$ cat src/sps_cfg.svh
// Register offsets, field positions and reset values for phase sync block
// Assumes inclusion by bare name from package and design files
`ifndef SPS_CFG_SVH
`define SPS_CFG_SVH
`define SPS_OFS_TARGET 8'h21
`define SPS_OFS_LOCATION 8'h26
`define SPS_OFS_CONFIG 8'h2c
`define SPS_OFS_HOMING 8'h47
`define SPS_BIT_DIR_INV 1
`define SPS_BIT_SYNC_EN 19
`define SPS_BIT_SYNC_GRAN 20
`define SPS_BIT_FULL_STOP 21
`define SPS_RST_WORD 32'h0000_0000
`define SPS_ADDR_MIN 7'h08
`define SPS_ADDR_MAX 7'h78
`define SPS_ADDR_DEF 7'h55
`define SPS_STEP_UNIT 32'h0000_0100
`endif

$ cat src/sps_pkg.sv
// Types shared by the phase sync block
// Assumes sps_cfg.svh is reachable on the include path
`include "sps_cfg.svh"
package sps_pkg;
  typedef enum logic [1:0] {
    SPS_W2_POS = 2'b00,
    SPS_W1_POS = 2'b01,
    SPS_W2_NEG = 2'b11,
    SPS_W1_NEG = 2'b10
  } sps_phase_t;
  typedef struct packed {
    logic w1_pos;
    logic w1_neg;
    logic w2_pos;
    logic w2_neg;
  } sps_drive_t;
  typedef struct packed {
    logic wr;
    logic rd;
    logic [7:0] addr;
    logic [31:0] wdata;
  } sps_req_t;
endpackage

$ cat src/sps_step_gen.sv
// Quarter-step stepper: moves location toward target in 64-unit increments
// Assumes the parent freezes it while the bridge is released
`timescale 1ns/10ps
module sps_step_gen
  import sps_pkg::*;
(
  // Clock and reset
  input wire logic mclk,
  input wire logic rstn,
  // Control
  input wire logic run,
  input wire logic [31:0] location,
  input wire logic [31:0] goal,
  // Step request
  output logic step_pulse,
  output logic step_up
);
  localparam logic [31:0] QSTEP = `SPS_STEP_UNIT >> 2;
  logic [31:0] diff;
  logic [31:0] mag;
  assign diff = goal - location;
  assign mag = diff[31] ? 32'h0000_0000 - diff : diff;
  // Quarter step every other cycle; off-grid goals stop short, never hunt
  always_ff @(posedge mclk or negedge rstn) begin
    if (!rstn) begin
      step_pulse <= 1'b0;
      step_up <= 1'b0;
    end else begin
      step_pulse <= run && (mag >= QSTEP) && !step_pulse;
      step_up <= !diff[31];
    end
  end
endmodule // sps_step_gen

$ cat src/sps_phase_sync.sv
// Stepper location-to-phase synchronisation with strapped address decode
// Assumes a register port from an I2C slave front end, synchronous pins
`timescale 1ns/10ps
module sps_phase_sync
  import sps_pkg::*;
(
  // Clock and reset
  input wire logic mclk,
  input wire logic rstn,
  // Register port
  input sps_req_t req,
  output logic [31:0] rdata,
  // Homing completion load of location
  input wire logic home_load,
  input wire logic [31:0] home_value,
  // Supply monitor comparators
  input wire logic supply_under_9v,
  input wire logic supply_over_38v,
  // Address straps
  input wire logic [6:0] addr_strap,
  output logic [6:0] bus_addr,
  // Bridge
  output sps_drive_t drive,
  output logic bridge_released_state
);
  // ==========================================================
  // Registers
  logic [31:0] target_setpoint_reg;
  logic [31:0] current_location_reg;
  logic [31:0] config_flags_reg;
  logic [31:0] homing_origin_target_reg;
  logic sync_enable_bit;
  logic sync_granularity_bit;
  logic full_step_stop_bit;
  logic direction_invert_bit;
  assign sync_enable_bit = config_flags_reg[`SPS_BIT_SYNC_EN];
  assign sync_granularity_bit = config_flags_reg[`SPS_BIT_SYNC_GRAN];
  assign full_step_stop_bit = config_flags_reg[`SPS_BIT_FULL_STOP];
  assign direction_invert_bit = config_flags_reg[`SPS_BIT_DIR_INV];

  // Merge written location with kept low bits
  function automatic logic [31:0] merge_loc(input logic [31:0] old_v,
      input logic [31:0] new_v, input logic en, input logic gran);
    if (!en)
      merge_loc = new_v;
    else if (gran)
      merge_loc = {new_v[31:8], old_v[7:0]};
    else
      merge_loc = {new_v[31:10], old_v[9:0]};
  endfunction

  // Winding chosen by full-step count, the only stable positions
  function automatic sps_phase_t decode_phase(input logic [1:0] fs,
      input logic inv);
    case (fs)
      2'd0: decode_phase = SPS_W2_POS;
      2'd1: decode_phase = inv ? SPS_W1_NEG : SPS_W1_POS;
      2'd2: decode_phase = SPS_W2_NEG;
      2'd3: decode_phase = inv ? SPS_W1_POS : SPS_W1_NEG;
      default: decode_phase = SPS_W2_POS;
    endcase
  endfunction

  // ==========================================================
  // Supply fault
  logic fault;
  assign fault = supply_under_9v || supply_over_38v;
  always_ff @(posedge mclk or negedge rstn) begin
    if (!rstn)
      bridge_released_state <= 1'b1;
    else
      bridge_released_state <= fault;
  end

  // ==========================================================
  // Motion
  logic [31:0] goal;
  logic step_pulse;
  logic step_up;
  assign goal = full_step_stop_bit ?
      {target_setpoint_reg[31:8], 8'h00} : target_setpoint_reg;
  // Quarter-step motion toward goal; multiples of 256 end on full step
  sps_step_gen u_step (
    .mclk(mclk),
    .rstn(rstn),
    .run(!bridge_released_state),
    .location(current_location_reg),
    .goal(goal),
    .step_pulse(step_pulse),
    .step_up(step_up)
  );

  // ==========================================================
  // Register writes
  always_ff @(posedge mclk or negedge rstn) begin
    if (!rstn) begin
      target_setpoint_reg <= `SPS_RST_WORD;
      config_flags_reg <= `SPS_RST_WORD;
      homing_origin_target_reg <= `SPS_RST_WORD;
    end else if (req.wr) begin
      case (req.addr)
        `SPS_OFS_TARGET: target_setpoint_reg <= req.wdata;
        `SPS_OFS_CONFIG: config_flags_reg <= req.wdata;
        `SPS_OFS_HOMING: homing_origin_target_reg <= req.wdata;
        default: ;
      endcase
    end
  end

  logic [31:0] qstep;
  assign qstep = `SPS_STEP_UNIT >> 2;
  always_ff @(posedge mclk or negedge rstn) begin
    if (!rstn)
      current_location_reg <= `SPS_RST_WORD;
    else if (req.wr && req.addr == `SPS_OFS_LOCATION)
      current_location_reg <= merge_loc(current_location_reg, req.wdata,
          sync_enable_bit, sync_granularity_bit);
    else if (home_load)
      current_location_reg <= merge_loc(current_location_reg, home_value,
          sync_enable_bit, sync_granularity_bit);
    else if (step_pulse && !bridge_released_state)
      current_location_reg <= step_up ? current_location_reg + qstep :
          current_location_reg - qstep;
  end

  always_ff @(posedge mclk or negedge rstn) begin
    if (!rstn)
      rdata <= `SPS_RST_WORD;
    else if (req.rd) begin
      case (req.addr)
        `SPS_OFS_TARGET: rdata <= target_setpoint_reg;
        `SPS_OFS_LOCATION: rdata <= current_location_reg;
        `SPS_OFS_CONFIG: rdata <= config_flags_reg;
        `SPS_OFS_HOMING: rdata <= homing_origin_target_reg;
        default: rdata <= `SPS_RST_WORD;
      endcase
    end
  end

  // ==========================================================
  // Winding drive
  sps_phase_t phase;
  logic [1:0] fs_index;
  logic at_full;
  // Sync ties phase to location bits; otherwise a free step counter
  logic [1:0] free_fs;
  always_ff @(posedge mclk or negedge rstn) begin
    if (!rstn)
      free_fs <= 2'd0;
    else if (step_pulse && !bridge_released_state &&
        current_location_reg[7:6] == (step_up ? 2'd3 : 2'd0))
      free_fs <= step_up ? free_fs + 2'd1 : free_fs - 2'd1;
  end
  assign fs_index = sync_enable_bit ? current_location_reg[9:8] : free_fs;
  assign at_full = current_location_reg[7:0] == 8'h00;
  assign phase = decode_phase(fs_index, direction_invert_bit);
  always_ff @(posedge mclk or negedge rstn) begin
    if (!rstn)
      drive <= '0;
    else if (fault)
      drive <= '0;
    else begin
      drive.w2_pos <= phase == SPS_W2_POS;
      drive.w1_pos <= phase == SPS_W1_POS;
      drive.w2_neg <= phase == SPS_W2_NEG;
      drive.w1_neg <= phase == SPS_W1_NEG;
    end
  end

  // ==========================================================
  // Strapped address, resampled every cycle after reset release
  always_ff @(posedge mclk or negedge rstn) begin
    if (!rstn)
      bus_addr <= `SPS_ADDR_DEF;
    else if (addr_strap < `SPS_ADDR_MIN || addr_strap > `SPS_ADDR_MAX)
      bus_addr <= `SPS_ADDR_DEF;
    else
      bus_addr <= addr_strap;
  end

  // ==========================================================
  // Assertions
  a_fault_release: assert property (@(posedge mclk) disable iff (!rstn)
    fault |=> drive == '0 && bridge_released_state)
    else $error("bridge not released on supply fault");
  a_addr_fallback: assert property (@(posedge mclk) disable iff (!rstn)
    (addr_strap < 7'h08 || addr_strap > 7'h78) |=> bus_addr == 7'h55)
    else $error("bad strap did not fall back");
  a_addr_pass: assert property (@(posedge mclk) disable iff (!rstn)
    (addr_strap >= 7'h08 && addr_strap <= 7'h78) |=>
      bus_addr == $past(addr_strap))
    else $error("strap address not taken");
  a_keep_low8: assert property (@(posedge mclk) disable iff (!rstn)
    (req.wr && req.addr == 8'h26 && sync_enable_bit && sync_granularity_bit)
      |=> current_location_reg[7:0] == $past(current_location_reg[7:0]))
    else $error("low byte not kept");
  a_keep_low10: assert property (@(posedge mclk) disable iff (!rstn)
    (req.wr && req.addr == 8'h26 && sync_enable_bit && !sync_granularity_bit)
      |=> current_location_reg[9:0] == $past(current_location_reg[9:0]))
    else $error("low ten bits not kept");
  a_full_write: assert property (@(posedge mclk) disable iff (!rstn)
    (req.wr && req.addr == 8'h26 && !sync_enable_bit)
      |=> current_location_reg == $past(req.wdata))
    else $error("location write not stored");
  a_goal_mask: assert property (@(posedge mclk) disable iff (!rstn)
    full_step_stop_bit |-> goal[7:0] == 8'h00)
    else $error("target low byte not masked");
  a_phase_sync: assert property (@(posedge mclk) disable iff (!rstn)
    (sync_enable_bit && !fault && at_full &&
     current_location_reg[9:8] == 2'd2) |=> drive.w2_neg)
    else $error("phase not locked to location");
  a_quarter_step: assert property (@(posedge mclk) disable iff (!rstn)
    (step_pulse && !bridge_released_state && !req.wr && !home_load) |=>
      (current_location_reg - $past(current_location_reg) == 32'h0000_0040 ||
       $past(current_location_reg) - current_location_reg == 32'h0000_0040))
    else $error("step is not a quarter step");
  a_invert_swap: assert property (@(posedge mclk) disable iff (!rstn)
    (sync_enable_bit && !fault && direction_invert_bit &&
     current_location_reg[9:8] == 2'd1) |=> drive.w1_neg)
    else $error("invert did not swap winding 1");
endmodule // sps_phase_sync

$ cat config.mk
export PLATFORM = sky130hd
export DESIGN_NAME = sps_phase_sync
export DESIGN_NICKNAME = d
export VERILOG_FILES = /design/src/sps_pkg.sv /design/src/sps_step_gen.sv /design/src/sps_phase_sync.sv
export VERILOG_INCLUDE_DIRS = /design/src
export SDC_FILE = /design/constraint.sdc
export NUM_CORES = 1
export LEC_CHECK = 0
export ABC_AREA = 1
export BUFFER_PORTS_ARGS = -buffer_cell sky130_fd_sc_hd__buf_2
export CAP_MARGIN = 0
export CELL_PAD_IN_SITES_DETAIL_PLACEMENT = 1
export CELL_PAD_IN_SITES_GLOBAL_PLACEMENT = 1
export CORE_MARGIN = 4
export CORE_UTILIZATION = 39
export DETAILED_ROUTE_END_ITERATION = 16
export PLACE_DENSITY = 0.75
export RECOVER_POWER = 50
export SYNTH_ARGS = -nofsm -noshare
export SYNTH_HDL_FRONTEND = slang
export SYNTH_SLANG_ARGS = --single-unit
$ cat constraint.sdc
create_clock -name mclk -period 3 [get_ports mclk]
set_input_delay 0.3 -clock mclk [delete_from_list [all_inputs] [get_ports mclk]]
set_output_delay 0.3 -clock mclk [all_outputs]
set_load 0.03 [all_outputs]
; Yosys cells after proc, flatten, opt, wreduce, memory -nomap -nowiden
; Index checks and enable logic that the tools add are counted.
[classes]
n_addsub = 6
order_cmp = 3
eq_ne = 15
muxes = 19
reduce_logical = 18
[ops]
columns = op, n
row1 = two-way mux 32 bit, 5
row2 = one-hot mux 32 bit (4 select lines), 1
row3 = two-way mux 10 bit, 4
row4 = adder 32 x 7 -> 32 bit (second input constant), 1
row5 = greater-or-equal comparator 32 x 7 -> 1 bit (second input constant), 1
row6 = subtractor 1 x 32 -> 32 bit (first input constant), 1
row7 = subtractor 32 bit, 1
row8 = subtractor 32 x 7 -> 32 bit (second input constant), 1
row9 = == test 8 x 6 -> 1 bit (second input constant), 3
row10 = two-way mux 2 bit, 5
row11 = == test 2 bit (second input constant), 4
row12 = == test 8 x 7 -> 1 bit (second input constant), 1
row13 = two-way mux 8 bit, 1
row14 = one-hot mux 2 bit (4 select lines), 1
row15 = greater-than comparator 7 bit (second input constant), 1
row16 = < comparator 7 x 4 -> 1 bit (second input constant), 1
row17 = two-way mux 7 bit, 1
row18 = AND reduction 2 bit, 3
row19 = AND reduction 3 bit, 2
row20 = logical AND 1 bit, 5
row21 = == test 2 x 1 -> 1 bit (second input constant), 2
row22 = logical NOT 2 bit, 2
row23 = two-way mux 4 bit, 1
row24 = != test 2 bit (second input constant), 2
row25 = other kinds (8), 11
[totals]
register_bits = 176
in_bits = 86
output_inout_bits = 44
elab_cells = 77

; Longest topological paths before layout
[depth]
word_depth = 7
depth_mapped = 29
ltp_nobuf = 28

; Hierarchy
; Synthesis repeated with hierarchy kept, for this count alone.
[unflattened]
cells_unflattened = 2201
hier_area_um2 = 13734.4
[by_module_without_submodules]
columns = mod, n_inst, cells_each, area_each_um2, seq_area_each_um2
row1 = sps_phase_sync, 1, 1351, 9824.4, 4360.4
row2 = sps_step_gen, 1, 850, 3910.0, 50.0

; Worst setup path after synthesis
; Ideal clock, no wire load.
[synth_timing]
kind = reg2reg
start = register u_step.step_up
end = register current_location_reg[25]
setup_time_ns = 0.121
arrival_ns = 2.959
required_time_ns = 2.879
path_slack_ns = -0.080
stages_incl_launch_ff = 15
n_path_buf = 0
synth_period_minus_slack_ns = 3.080
cell_sequence = dfrtp_1 -> inv_1 -> ha_1 -> a21oi_1 -> nand2_1 -> a21oi_1 -> o21ai_0 -> a21boi_2 -> o21ai_0 -> a21boi_0 -> o21ai_0 -> xnor2_1 -> nor2_1 -> o21bai_1 -> nand2_1
[synth_between]
elab_chain_len = 4
[synth_lines]
columns = item, line
row1 = start: declaration, sps_step_gen.sv:16  ; output logic step_up
row2 = start signal: assignment, sps_step_gen.sv:30  ; step_up <= !diff[31];
row3 = two-way mux 32 bit, sps_phase_sync.sv:122  ; current_location_reg <= step_up ? current_location_reg + qstep :
row4 = two-way mux 32 bit, sps_phase_sync.sv:121  ; else if (step_pulse && !bridge_released_state)
row5 = two-way mux 32 bit, sps_phase_sync.sv:118  ; else if (home_load)
row6 = two-way mux 32 bit, sps_phase_sync.sv:115  ; else if (req.wr && req.addr == `SPS_OFS_LOCATION)
row7 = end signal: assignment, sps_phase_sync.sv:116  ; current_location_reg <= merge_loc(current_location_reg, req.wdata,
row8 = end signal: assignment, sps_phase_sync.sv:119  ; current_location_reg <= merge_loc(current_location_reg, home_value,
row9 = end signal: assignment, sps_phase_sync.sv:122
row10 = end: declaration, sps_phase_sync.sv:29  ; logic [31:0] current_location_reg;
; Every way passes these cells. The select of a mux whose other input is x is not followed.
; A chain may end at the register's enable or synchronous reset.

; Final worst setup path
[layout_timing]
start = register config_flags_reg[21]
end = register u_step.step_pulse
[layout_between]
elab_chain_len = 7
[layout_lines]
columns = item, line
row1 = start: declaration, sps_phase_sync.sv:30  ; logic [31:0] config_flags_reg;
row2 = start signal: assignment, sps_phase_sync.sv:98  ; config_flags_reg <= `SPS_RST_WORD;
row3 = start signal: assignment, sps_phase_sync.sv:103  ; `SPS_OFS_CONFIG: config_flags_reg <= req.wdata;
row4 = two-way mux 8 bit (*), sps_phase_sync.sv:80  ; assign goal = full_step_stop_bit ?
row5 = subtractor 32 bit (*), sps_step_gen.sv:21  ; assign diff = goal - location;
row6 = subtractor 1 x 32 -> 32 bit, sps_step_gen.sv:22  ; assign mag = diff[31] ? 32'h0000_0000 - diff : diff;
row7 = two-way mux 32 bit (*), sps_step_gen.sv:22
row8 = greater-or-equal comparator 32 x 7 -> 1 bit (*), sps_step_gen.sv:29  ; step_pulse <= run && (mag >= QSTEP) && !step_pulse;
row9 = logical AND 1 bit (*) (2 in series), sps_step_gen.sv:29
row10 = end signal: assignment, sps_step_gen.sv:29
row11 = end: declaration, sps_step_gen.sv:15  ; output logic step_pulse,
; Mark *: on every way between the ends. The rest lies on a longest branch, timed or not.

==> metrics <==
TritonCTS clock tree=yes; worst min path class=in -> reg; Crit-path slowest cell=dfrtp_2; Placed Cells=2521; first-pass GRT wire length=roughly 75 mm; Lkg Pwr=between 8 and 9 nW; final critical-path required period=roughly 3.1 ns; Wirelength per Cell=roughly 18 µm; worst r2r src=config_flags_reg[21]$_DFFE_PN0P_; Antenna Cells=0; largest cells by area after synthesis=dfrtp_1 (34%), nand2_1 (20%), o21ai_0 (7.5%), inv_1 (7.2%), ha_1 (5.7%); synthesis-to-layout area growth=28.02%; pre-CTS WS=-0.3342 ns; Cell Pwr Density=815.0 nW/µm²; slew margin rel.=-0.2473; Worst path depth=24; Nets=about 2300; clock latency at the later pin of the worst-skew pair=roughly 0.45 ns; mux cell area share after synthesis=0.0007944; post-synth cell types=52; Compound-Gate Fraction of Synth Area=0.1501; largest family of logic cells by synthesized area=simple AND/OR/NAND/NOR gates; Post-synth top cells=nand2_1 (679), inv_1 (242), o21ai_0 (189); async set or reset register ratio after synthesis=1.000; fillers=roughly 4200; worst path cell trace=buf_6, nor2_4, ha_1, nand3_1, buf_4, nand3_1, nand2_1, nand2_2, nor2_2, nand2_2, nor2_4, buf_4, buf_4, xor2_1, a21oi_1, nand2_1, nor2_1, nand2_1, nor2_1, nand2_1, nor2_1, nand3_1, nand2_1, inv_1; R2R Path End=u_step.step_pulse$_DFF_PN0_; Initial Util=0.3972; Vias=~13000; Pins Over Slew Limit=73; failing checks=max-capacitance violations, max-slew violations, negative setup slack; detailed-placement wirelength estimate=between 30 and 40 mm; FF-to-FF setup slack=-0.12 ns; root buffer cell=clkbuf_16; initial antenna violation count=0; Critical Path Sink Type=register; number of flops mapped to enable cells by yosys=0; syn_nets=just over 2000; end of the critical path=u_step.step_pulse$_DFF_PN0_; die area=35250 µm²; Crit Path Max Fanout=5; DR vias/cell=5.245; RSZ-0062 raised after global routing=yes; Seq/Total Area, Yosys=0.3500; RePlAce Congestion=~0.86; count leader, synth=nand2_1; post-synth top area share=0.3396; Fin. Hold Viols=0; total power draw=between 10 and 15 mW; slowest stage delay, CP=about 0.45 ns; Syn. warnings=0; die height=roughly 190 µm; final period utilization=1.040; clock-pin transition on the worst setup and hold timing paths=~0.090 ns; Buffers & Inverters on Critical Path=5; Primary FF master, synth=dfrtp_1; # rows=65; critical path class=reg -> reg; final setup fails=1; peak supply drop=around 430 µV; Horiz. Die Dim=roughly 190 µm; Max Fclk=about 320 MHz; Post-Synth Simple-Gate Area=0.3258; Syn Inst Count=about 1900; Crit path max-delay family=simple AND/OR/NAND/NOR gates; TritonCTS Buffers=17; GRT overflow=0; adder-cell share of the synthesized area=0.05978; Data required, critical path=around 3.4 ns; DRT iter0 DRCs=approximately 730; number of global-route vias before repair=~14000; max-cap violation count=1; GR Util All Layers=0.2596; H-tree depth=4; non-filler cells, final=between 2000 and 3000; # port buffers=between 100 and 150; Mapped Avg Cell Area=around 6.7 µm²; IO Count=130; Post-Synth XOR/XNOR Area=0.01877; FF+latch count, synth=between 150 and 200; worst slew pin tran=approximately 1.9 ns; first-pass detailed-route iteration total=5; synthesized area=around 13000 µm²; drt drc=0; Max clock buf depth=2; Worst Setup SP=config_flags_reg[21]$_DFFE_PN0P_; cells on worst reg2reg path=24; routed wire length=roughly 47 mm; CORE AREA=between 30000 and 40000 µm²; fin worst setup slack=-0.1209 ns; CP startpoint kind=register; Final ANT Viol Nets=0; crit-path most repeated cell=nand2_1; arrival time at the worst endpoint=3.48 ns; pin count of the biggest net entering global routing=73; share of post-route cells with drive strength above 1=0.2303; status=complete, but fails checks; Fin Clk Skew=roughly 0.012 ns; CTS Sinks=~180; Synth area leader=dfrtp_1
==> cells by family (layout without fill, tap and decap cells) <==
family | count (synthesis) | count (layout)
simple gates | 987 | 987
compound gates | 329 | 329
xor+xnor | 27 | 27
flops | 176 | 176
mux | 1 | 1
buf+inv | 312 | 588
fa+ha+maj | 59 | 59
==> stage by stage <==
stage | hold slack, ns | area [µm²] | util | TNS, ns
after floorplan | 0.004409 | 12600 | - | 0
after global routing | 0.05022 | 16130 | 0.5086 | -2.314
after detailed placement | 0.3785 | 14770 | 0.4656 | -0.4625
after CTS | 0.04349 | 15640 | 0.4932 | -0.08837
after global placement | 0.3684 | 14770 | 0.4656 | -0.1821
final | 0.05843 | 16130 | 0.5086 | -0.1209
==> routing by layer <==
metal | part of all wire | up-vias | GRT usage
met1 | 0.47 | 6592 | 0.3677
met5 | 0 | - | 0
met3 | 0.037 | 37 | 0.02494
met4 | 0.014 | 0 | 0.05534
li1 | - | 6602 | -
met2 | 0.48 | 244 | 0.4343
==> how the worst min path moves through the flow <==
stage / slack [ns] / cells after the start / end / start
after floorplan: 0.004 / 0 / bus_addr[1]$_DFF_PN0_ / rstn
after global placement: 0.37 / 1 / bus_addr[1]$_DFF_PN0_ / rstn
after detailed placement: 0.38 / 1 / bus_addr[1]$_DFF_PN0_ / rstn
after CTS: 0.04 / 2 / bus_addr[2]$_DFF_PN1_ / addr_strap[2]
after global routing: 0.05 / 2 / bus_addr[2]$_DFF_PN1_ / addr_strap[2]
final: 0.06 / 2 / bus_addr[2]$_DFF_PN1_ / addr_strap[2]
==> placed cells by master, fill, tap and decap left out, types with 22 or more instances in the layout <==
master / count
a21oi_1: 49
buf_2: 96
buf_4: 160
clkbuf_1: 33
dfrtp_1: 168
ha_1: 45
inv_1: 232
nand2_1: 611
nand2_2: 75
nand3_1: 80
nor2_1: 97
nor2_2: 22
o21ai_0: 183
==> cell type report <==
class | instances | area, µm² | share of cell area
multi-input combinational | 1403 | 7626 | 0.4728
sequential | 176 | 4414 | 0.2737
timing repair inverter | 1 | 7.507 | 0.0004654
tap | 402 | 503.0 | 0.03118
inverter | 254 | 965.9 | 0.05988
timing repair buffer | 301 | 1969 | 0.1221
clock inverter | 15 | 219.0 | 0.01357
clock buffer | 17 | 425.4 | 0.02637
==> report_power, final <==
group | switching, mW | internal (mW)
clock network | 1.22 | 1.17
registers | 0.232 | 2.64
logic | 4.69 | 3.19
total | 6.14 | 7.00
==> what timing repair did <==
item / 4_1_cts / 5_1_grt
pin swaps: 16 / 58
hold endpoints to repair: 65 / 0
hold buffers: 1 / 0
endpoints found under the setup margin: 7 / 10
gates cloned: 1 / 1
buffers inserted: 4 / 9
resized for setup: 58 / 133
No activity file was read; power rests on OpenSTA's default activity.
